`src/rrstes_pkg.sv`:
```
`default_nettype none
package rrstes_pkg;
  // ****************************************
  // register map (index, byte address = 4*index)
  // ****************************************
  localparam logic [7:0] IDX_FRAME_STATUS = 8'h13;
  localparam logic [7:0] IDX_TX_FALL = 8'h14;
  localparam logic [7:0] IDX_TX_RISE = 8'h15;
  localparam logic [7:0] IDX_RX_CONFIG = 8'h20;
  localparam logic [7:0] ADDR_FRAME_STATUS = 8'h4c;
  localparam logic [7:0] ADDR_TX_FALL = 8'h50;
  localparam logic [7:0] ADDR_TX_RISE = 8'h54;
  localparam logic [7:0] ADDR_RX_CONFIG = 8'h80;
  // ****************************************
  // field layout and masks
  // ****************************************
  localparam int COLL_POS_LSB = 19;
  localparam int COLL_FLAG_BIT = 18;
  localparam int PROT_ERR_BIT = 17;
  localparam int INTEG_ERR_BIT = 16;
  localparam int LAST_BITS_LSB = 13;
  localparam int FRAMES_LSB = 9;
  localparam int PAT_LSB = 16;
  localparam int LEN_LSB = 1;
  localparam int EN_BIT = 0;
  localparam int ALIGN_LSB = 0;
  localparam int MULTI_BIT = 3;
  localparam int REVPAR_BIT = 4;
  localparam logic [31:0] SHAPE_WMASK = 32'hffff001f;
  localparam logic [31:0] RXCFG_WMASK = 32'h0000001f;
  localparam logic [31:0] RESET_CFG = 32'h00000000;
  localparam logic [1:0] RESP_OKAY = 2'h0;
  localparam logic [1:0] RESP_SLVERR = 2'h2;
  // ****************************************
  // types
  // ****************************************
  typedef enum logic [1:0] {SH_IDLE, SH_FALL, SH_RISE} rrstes_shape_type;
  typedef struct packed {
    logic [6:0] collPos;
    logic collFlag;
    logic protErr;
    logic integErr;
    logic [2:0] lastBits;
    logic [3:0] frames;
    logic [8:0] bytes;
  } rrstes_status_type;
  typedef struct packed {
    logic [31:0] fallCfg;
    logic [31:0] riseCfg;
    logic [31:0] rxCfg;
    rrstes_status_type st;
    logic [6:0] bitCnt;
    logic [8:0] byteCnt;
    logic [3:0] frameCnt;
    logic halted;
    rrstes_shape_type shState;
    logic [15:0] shPat;
    logic [3:0] shLeft;
    logic awGot;
    logic wGot;
    logic [7:0] awAddr;
    logic [31:0] wData;
    logic [3:0] wStrb;
    logic bValid;
    logic [1:0] bResp;
    logic rValid;
    logic [31:0] rData;
    logic [1:0] rResp;
  } rrstes_state_type;
  typedef struct packed {
    logic start;
    logic bitDone;
    logic byteDone;
    logic frameEnd;
    logic done;
    logic [2:0] lastBits;
    logic collision;
    logic stopErr;
    logic sofEofErr;
    logic countErr;
    logic parityErr;
    logic crcErr;
  } rrstes_rx_event_type;
endpackage
`default_nettype wire

```
`src/rrstes_regs.sv`:
```
// Contract
// [RULE_01] collision position reported in bits 25:19
// [RULE_02] alignment offset added to collision position
// [RULE_03] position valid only in collision-capable modes
// [RULE_04] collision flag bit 18 set on collision
// [RULE_05] protocol error bit 17 on framing faults
// [RULE_06] protocol error stops frame reception
// [RULE_07] both error flags cleared at reception start
// [RULE_08] integrity error bit 16, reception continues
// [RULE_09] reversed parity stop suppresses parity error
// [RULE_10] valid bits of last byte, zero=full
// [RULE_11] frame count updated at receive done
// [RULE_12] byte count held from done until restart
// [RULE_13] falling edge triggers undershoot pattern
// [RULE_14] undershoot length len+1, lsb first
// [RULE_15] undershoot only while its enable set
// [RULE_16] rising edge triggers overshoot pattern
// [RULE_17] overshoot length len+1, msb first
// [RULE_18] overshoot only while its enable set
// [RULE_19] first bit stored at aligned position
// [RULE_20] status writes ignored, reserved read zero
//
// The AXI4-Lite register port was chosen for this implementation.
`timescale 1ns/1ps
`default_nettype none
module rrstes_regs (
  input wire logic mclk,
  input wire logic rstn,
  input wire logic [7:0] s_axi_awaddr,
  input wire logic s_axi_awvalid,
  output logic s_axi_awready,
  input wire logic [31:0] s_axi_wdata,
  input wire logic [3:0] s_axi_wstrb,
  input wire logic s_axi_wvalid,
  output logic s_axi_wready,
  output logic [1:0] s_axi_bresp,
  output logic s_axi_bvalid,
  input wire logic s_axi_bready,
  input wire logic [7:0] s_axi_araddr,
  input wire logic s_axi_arvalid,
  output logic s_axi_arready,
  output logic [31:0] s_axi_rdata,
  output logic [1:0] s_axi_rresp,
  output logic s_axi_rvalid,
  input wire logic s_axi_rready,
  input wire rrstes_pkg::rrstes_rx_event_type rxEvt,
  input wire logic collCapableMode,
  output logic positionValidIndication,
  output logic rxHalt,
  output logic [2:0] storeBitPos,
  output logic multiFrameEnable,
  input wire logic modFallEdge,
  input wire logic modRiseEdge,
  output logic shapeActive,
  output logic shapeBit
);
  // ****************************************
  // state
  // ****************************************
  rrstes_pkg::rrstes_state_type stateReg;
  rrstes_pkg::rrstes_state_type stateNext;
  logic [2:0] align;
  logic fallEn;
  logic riseEn;
  logic accept;
  logic [6:0] collNow;
  logic [31:0] statusWord;
  logic [31:0] rdWord;
  logic rdHit;
  logic [31:0] wrMerge;

  assign align = stateReg.rxCfg[rrstes_pkg::ALIGN_LSB +: 3];
  assign fallEn = stateReg.fallCfg[rrstes_pkg::EN_BIT];
  assign riseEn = stateReg.riseCfg[rrstes_pkg::EN_BIT];
  assign accept = !stateReg.halted && !rxEvt.start; // RULE_06
  assign collNow = stateReg.bitCnt + {4'h0, align}; // RULE_02
  assign statusWord = {6'h00, stateReg.st}; // RULE_20

  // ****************************************
  // outputs
  // ****************************************
  assign s_axi_awready = !stateReg.awGot && !stateReg.bValid;
  assign s_axi_wready = !stateReg.wGot && !stateReg.bValid;
  assign s_axi_bvalid = stateReg.bValid;
  assign s_axi_bresp = stateReg.bResp;
  assign s_axi_arready = !stateReg.rValid;
  assign s_axi_rvalid = stateReg.rValid;
  assign s_axi_rdata = stateReg.rData;
  assign s_axi_rresp = stateReg.rResp;
  assign positionValidIndication = stateReg.st.collFlag && collCapableMode; // RULE_03
  assign rxHalt = stateReg.halted; // RULE_06
  assign storeBitPos = stateReg.bitCnt[2:0] + align; // RULE_19
  assign multiFrameEnable = stateReg.rxCfg[rrstes_pkg::MULTI_BIT];
  assign shapeActive = stateReg.shState != rrstes_pkg::SH_IDLE;
  assign shapeBit = (stateReg.shState == rrstes_pkg::SH_FALL) ? stateReg.shPat[0] :
                    (stateReg.shState == rrstes_pkg::SH_RISE) ? stateReg.shPat[15] : 1'b0;

  // ****************************************
  // read decode
  // ****************************************
  always_comb begin
    rdHit = 1'b1;
    case (s_axi_araddr)
      rrstes_pkg::ADDR_FRAME_STATUS: rdWord = statusWord;
      rrstes_pkg::ADDR_TX_FALL: rdWord = stateReg.fallCfg;
      rrstes_pkg::ADDR_TX_RISE: rdWord = stateReg.riseCfg;
      rrstes_pkg::ADDR_RX_CONFIG: rdWord = stateReg.rxCfg;
      default: begin
        rdWord = 32'h00000000;
        rdHit = 1'b0;
      end
    endcase
  end

  // ****************************************
  // next state
  // ****************************************
  always_comb begin
    stateNext = stateReg;
    for (int i = 0; i < 4; i++) begin
      wrMerge[8*i +: 8] = stateReg.wStrb[i] ? stateReg.wData[8*i +: 8] : 8'h00;
    end
    // bus write
    if (s_axi_awvalid && s_axi_awready) begin
      stateNext.awGot = 1'b1;
      stateNext.awAddr = s_axi_awaddr;
    end
    if (s_axi_wvalid && s_axi_wready) begin
      stateNext.wGot = 1'b1;
      stateNext.wData = s_axi_wdata;
      stateNext.wStrb = s_axi_wstrb;
    end
    if (stateReg.awGot && stateReg.wGot && !stateReg.bValid) begin
      stateNext.awGot = 1'b0;
      stateNext.wGot = 1'b0;
      stateNext.bValid = 1'b1;
      stateNext.bResp = rrstes_pkg::RESP_OKAY;
      for (int i = 0; i < 4; i++) begin
        if (stateReg.wStrb[i]) begin
          case (stateReg.awAddr)
            rrstes_pkg::ADDR_TX_FALL: stateNext.fallCfg[8*i +: 8] = wrMerge[8*i +: 8]
              & rrstes_pkg::SHAPE_WMASK[8*i +: 8];
            rrstes_pkg::ADDR_TX_RISE: stateNext.riseCfg[8*i +: 8] = wrMerge[8*i +: 8]
              & rrstes_pkg::SHAPE_WMASK[8*i +: 8];
            rrstes_pkg::ADDR_RX_CONFIG: stateNext.rxCfg[8*i +: 8] = wrMerge[8*i +: 8]
              & rrstes_pkg::RXCFG_WMASK[8*i +: 8];
            default: stateNext.bResp = stateNext.bResp;
          endcase
        end
      end
      if (stateReg.awAddr != rrstes_pkg::ADDR_TX_FALL && stateReg.awAddr != rrstes_pkg::ADDR_TX_RISE
          && stateReg.awAddr != rrstes_pkg::ADDR_RX_CONFIG
          && stateReg.awAddr != rrstes_pkg::ADDR_FRAME_STATUS) begin
        stateNext.bResp = rrstes_pkg::RESP_SLVERR;
      end
    end
    if (stateReg.bValid && s_axi_bready) begin
      stateNext.bValid = 1'b0;
    end
    // bus read
    if (s_axi_arvalid && s_axi_arready) begin
      stateNext.rValid = 1'b1;
      stateNext.rData = rdWord;
      stateNext.rResp = rdHit ? rrstes_pkg::RESP_OKAY : rrstes_pkg::RESP_SLVERR;
    end else if (stateReg.rValid && s_axi_rready) begin
      stateNext.rValid = 1'b0;
    end
    // receive status
    if (rxEvt.start) begin
      stateNext.st.protErr = 1'b0; // RULE_07
      stateNext.st.integErr = 1'b0; // RULE_07
      stateNext.st.collFlag = 1'b0;
      stateNext.st.collPos = 7'h00;
      stateNext.bitCnt = 7'h00;
      stateNext.byteCnt = 9'h000;
      stateNext.frameCnt = 4'h0;
      stateNext.halted = 1'b0;
    end
    if (accept && rxEvt.collision && !stateReg.st.collFlag) begin
      stateNext.st.collFlag = 1'b1; // RULE_04
      stateNext.st.collPos = collNow; // RULE_01
    end
    if (accept && rxEvt.bitDone) begin
      stateNext.bitCnt = stateReg.bitCnt + 7'h01;
    end
    if (accept && rxEvt.byteDone) begin
      stateNext.byteCnt = stateReg.byteCnt + 9'h001;
    end
    if (accept && rxEvt.frameEnd) begin
      stateNext.frameCnt = stateReg.frameCnt + 4'h1;
    end
    if ((!stateReg.halted || rxEvt.start)
        && (rxEvt.stopErr || rxEvt.sofEofErr || rxEvt.countErr)) begin
      stateNext.st.protErr = 1'b1; // RULE_05
      stateNext.halted = 1'b1; // RULE_06
    end
    if ((!stateReg.halted || rxEvt.start) && (rxEvt.crcErr ||
        (rxEvt.parityErr && !stateReg.rxCfg[rrstes_pkg::REVPAR_BIT]))) begin
      stateNext.st.integErr = 1'b1; // RULE_08 RULE_09
    end
    if (rxEvt.done) begin
      stateNext.st.lastBits = rxEvt.lastBits; // RULE_10
      stateNext.st.frames = stateNext.frameCnt; // RULE_11
      stateNext.st.bytes = stateNext.byteCnt; // RULE_12
    end
    // edge shaping sequencer
    if (stateReg.shState != rrstes_pkg::SH_IDLE) begin
      if (stateReg.shLeft == 4'h0) begin
        stateNext.shState = rrstes_pkg::SH_IDLE;
      end else begin
        stateNext.shLeft = stateReg.shLeft - 4'h1;
      end
      case (stateReg.shState)
        rrstes_pkg::SH_FALL: stateNext.shPat = {1'b0, stateReg.shPat[15:1]}; // RULE_14
        rrstes_pkg::SH_RISE: stateNext.shPat = {stateReg.shPat[14:0], 1'b0}; // RULE_17
        default: stateNext.shPat = stateReg.shPat;
      endcase
    end
    if (modFallEdge && fallEn) begin // RULE_15
      stateNext.shState = rrstes_pkg::SH_FALL; // RULE_13
      stateNext.shPat = stateReg.fallCfg[rrstes_pkg::PAT_LSB +: 16];
      stateNext.shLeft = stateReg.fallCfg[rrstes_pkg::LEN_LSB +: 4]; // RULE_14
    end else if (modRiseEdge && riseEn) begin // RULE_18
      stateNext.shState = rrstes_pkg::SH_RISE; // RULE_16
      stateNext.shPat = stateReg.riseCfg[rrstes_pkg::PAT_LSB +: 16];
      stateNext.shLeft = stateReg.riseCfg[rrstes_pkg::LEN_LSB +: 4]; // RULE_17
    end
  end

  always_ff @(posedge mclk or negedge rstn) begin
    if (!rstn) begin
      stateReg <= '0;
      stateReg.fallCfg <= rrstes_pkg::RESET_CFG;
      stateReg.riseCfg <= rrstes_pkg::RESET_CFG;
      stateReg.shState <= rrstes_pkg::SH_IDLE;
    end else begin
      stateReg <= stateNext;
    end
  end
endmodule
`default_nettype wire

```
`config.mk`:
```
export PLATFORM = sky130hd
export DESIGN_NAME = rrstes_regs
export DESIGN_NICKNAME = d
export VERILOG_FILES = /design/src/rrstes_pkg.sv /design/src/rrstes_regs.sv
export SDC_FILE = /design/constraint.sdc
export NUM_CORES = 1
export LEC_CHECK = 0
export BUFFER_PORTS_ARGS = -buffer_cell sky130_fd_sc_hd__clkbuf_2
export CORE_ASPECT_RATIO = 1.1
export CORE_MARGIN = 2
export CORE_UTILIZATION = 45
export CTS_CLUSTER_SIZE = 25
export DETAILED_ROUTE_END_ITERATION = 12
export GPL_TIMING_DRIVEN = 1
export PLACE_DENSITY = 0.68
export SKIP_CTS_REPAIR_TIMING = 1
export SLEW_MARGIN = 20
export SYNTH_ARGS = -nofsm -noshare
export SYNTH_HDL_FRONTEND = slang
export SYNTH_SLANG_ARGS = --single-unit
```
`constraint.sdc`:
```
create_clock -name mclk -period 1.7 [get_ports mclk]
set_input_delay 0 -clock mclk [delete_from_list [all_inputs] [get_ports mclk]]
set_output_delay 0 -clock mclk [all_outputs]
set_load 0.01 [all_outputs]
```
==> flow_metrics.env <==
export IMPL_run_status="complete, but fails checks"
export IMPL_violations="negative setup slack"
export IMPL_chipWidth_um=137
export IMPL_crit_slowest_cell="or3_4"
export IMPL_grt_pass1_vias=6172
export IMPL_synthesis_instances=780
export IMPL_fp_row_count=53
export IMPL_cts_root_buffer="clkbuf_16"
export IMPL_post_synth_cell_area_avg_um2=11.3
export IMPL_netlist_area_pre_place_um2=8790
export IMPL_antennaDiodeCount=0
export IMPL_crit_arrival_ps=2110
export IMPL_worst_r2r_path_depth=5
export IMPL_path_clk_slew_ps=70
export IMPL_synth_top_cell_by_area="dfrtp_1"
export IMPL_h_tree_depth=4
export IMPL_final_hold_violation_count=0
export IMPL_layout_cells_most_common_list="dfrtp_1, clkbuf_2, mux2_2"
export IMPL_rsz0062_at_grt="yes"
export IMPL_drt_pass1_iterations=5
export IMPL_grt_use_total_pct=20.2
export IMPL_critPathKind="reg -> reg"
export IMPL_global_routing_met3_resource_utilization_pct=3.84
export IMPL_final_core_utilization_pct=56.8
export IMPL_tritoncts="built"
export IMPL_multiInputGateArea_um2=3800
export IMPL_num_vias=6407
export IMPL_synth_top_cells_by_area="dfrtp_1, mux2_2, buf_4"
export IMPL_floorplan_die_height_um=151
export IMPL_drc=0
export IMPL_timing_final_crit_share_pct=106
export IMPL_fmax_ghz=0.555
export IMPL_final_max_slew_viol_count=0
export IMPL_cts_root_to_sink_buffers=2
export IMPL_critPathLaunchType="register"
export IMPL_fillers=1634
export IMPL_fin_crit_ps=1800
export IMPL_finalNetCount=1014
export IMPL_synth_seq_cells=185
export IMPL_cts_sinks=185
export IMPL_detailedRoute_firstIterationViolations=341
export IMPL_irDropWorstVdd_mv=0.894
export IMPL_routed_wire_length_per_instance_um=17.5
export IMPL_total_power_divided_by_cell_area_nw_per_um2=1170
export IMPL_globalRouteMet2Util_pct=32.8
export IMPL_globalplace_congestion=0.825
export IMPL_numCtsBuffers=17
export IMPL_number_of_enable_flip_flop_cells_after_synthesis=0
export IMPL_final_layout_size_suffix_gt1_share_pct=33.7
export IMPL_top_level_ports=125
export IMPL_crit_required_ps=2010
export IMPL_yosys_warnings=0
export IMPL_ff_latch_area_um2=4630
export IMPL_hpwl_um=14800
export IMPL_globalRoute_busiestLayer="met2"
export IMPL_hold_end="stateReg[109]"
export IMPL_route_detailed_vias_per_inst=5.41
export IMPL_worst_path_max_fanout=8
export IMPL_min_path_cells=4
export IMPL_postLayoutSetupSlackWorst_ps=-101
export IMPL_wire_length_of_the_first_global_routing_pass_um=32200
export IMPL_ys_async_sr_fraction_pct=100
export IMPL_syn2layout_area_growth_pct=23.8
export IMPL_initial_utilization_pct=45.9
export IMPL_timing_hold_ws_ps=1.43
export IMPL_synth_distinct_cells=56
export IMPL_numPortBuffers=110
export IMPL_cap_violations=0
export IMPL_path_cells="or3_4 -> nor4b_4 -> buf_6 -> nand2_8 -> mux2_2"
export IMPL_overflow=0
export IMPL_crit_reg2reg_launch="stateReg[79]"
export IMPL_clock_latency_ps=430
export IMPL_slowest_delay_ps=440
export IMPL_pin_count_of_the_biggest_net_entering_global_routing=56
export IMPL_coreArea_um2=19200
export IMPL_grt_antenna_before_repair=0
export IMPL_layout_cells_most_common="dfrtp_1"
export IMPL_synth_seq_area_share_pct=52.6
export IMPL_dominantRegCellSynth="dfrtp_1"
export IMPL_skew_ps=9.84
export IMPL_netlist_area_leader_share_pct=52.6
export IMPL_routed_wirelength_um=20700
export IMPL_grtUsageMet1_pct=27.0
export IMPL_finalPower_mw=12.8
export IMPL_r2r_slack_ps=-100
export IMPL_worstSetupEndpointType="register"
export IMPL_area_of_the_die_um2=20700
export IMPL_route_antenna_remaining_nets=0
export IMPL_min_delay_path_class="in -> reg"
export IMPL_setup_violations_final=40
export IMPL_crit_reg_reg_endpoint="stateReg[248]"
export IMPL_p_leak_nw=5.09
export IMPL_timing_hold_worst_start="rxEvt[10]"
## registers in the layout, indices dropped and copies added, names as in the netlist
| name | flops |
|---|---|
| s_axi_bresp | 1 |
| multiFrameEnable | 1 |
| align | 3 |
| riseEn | 1 |
| s_axi_rresp | 1 |
| s_axi_rvalid | 1 |
| fallEn | 1 |
| s_axi_bvalid | 1 |
| s_axi_rdata | 32 |
| stateReg | 143 |
## cell families after synthesis
| family | count (synthesis) | synth area share (%) |
|---|---|---|
| AOI/OAI and AO/OA | 146 | 10.8 |
| buffers and inverters | 104 | 6.09 |
| other | 1 | 0.0426 |
| DFF | 185 | 52.6 |
| and+or+nand+nor | 197 | 12.1 |
| muxes | 119 | 15.0 |
| xor gates and xnor gates | 17 | 1.69 |
| adders and majority gates | 11 | 1.65 |
## stage by stage
step / cell area [um^2] / TNS (ps) / worst slack [ps] / std cells
after floorplan: 8800 / -862 / -21.1 / 781
after global placement: 9650 / -3520 / -110 / 1107
after detailed placement: 9650 / -5210 / -154 / 1107
after CTS: 10200 / -6660 / -296 / 1137
after global routing: 10900 / -5070 / -152 / 1185
final: 10900 / -2270 / -101 / 1185
## cells in the mapped netlist (all sizes together) (2+ instances only)
library cell	number
a22oi	16
o22ai	13
and3b	2
buf	45
nand3	21
xor2	10
nor2b	10
nor4b	3
nor3b	2
nor3	5
xnor2	7
nand3b	13
dfrtp	185
clkbuf	30
o311ai	10
o21a	2
nand4b	3
ha	10
mux2	102
nor2	46
a31oi	14
mux2i	17
nand2	57
nand2b	9
nand4	5
a21o	3
inv	29
a21oi	15
o21bai	2
a22o	22
and3	2
or3	2
or4b	2
and2	7
nor4	3
o211ai	2
o21ai	45
## layout make-up
| type | count | area share (%) |
|---|---|---|
| clock buffer | 20 | 4.10 |
| clock inverter | 10 | 1.32 |
| inverter | 29 | 1.00 |
| multi-input combinational | 492 | 34.9 |
| sequential | 185 | 42.5 |
| tap | 247 | 2.84 |
| timing repair buffer | 202 | 13.3 |
## worst max-delay path: cells and delay by family (launching register included)
kind / cells / cell delay, ps
simple gates: 3 / 770
flops: 1 / 380
mux: 1 / 300
buf+inv: 1 / 210
## power by group
| group | internal (mW) | switching (mW) |
|---|---|---|
| logic | 1.56 | 1.37 |
| clock network | 2.34 | 1.67 |
| registers | 5.14 | 0.691 |
## layer usage
| metal | part of all wire [%] | wire [um] | vias to the layer above |
|---|---|---|---|
| met5 | 0 | 0 | - |
| met4 | 1.8 | 378 | 0 |
| met3 | 4.3 | 892 | 27 |
| met2 | 49 | 10200 | 156 |
| met1 | 45 | 9270 | 3193 |
| li1 | - | - | 3031 |
## worst max-delay path by stage
| stage | startpoint | end | slack (ps) | cells past startpoint |
|---|---|---|---|---|
| 2_1_floorplan | s_axi_bvalid | stateReg[45] | -20 | 5 |
| 3_3_place_gp | stateReg[75] | stateReg[248] | -110 | 5 |
| 3_5_place_dp | stateReg[75] | stateReg[248] | -150 | 5 |
| 4_1_cts | stateReg[104] | shapeBit | -300 | 6 |
| 5_1_grt | stateReg[81] | stateReg[214] | -150 | 5 |
| 6_report | stateReg[79] | stateReg[248] | -100 | 5 |
Note: power is estimated with default switching activity, not from simulation.
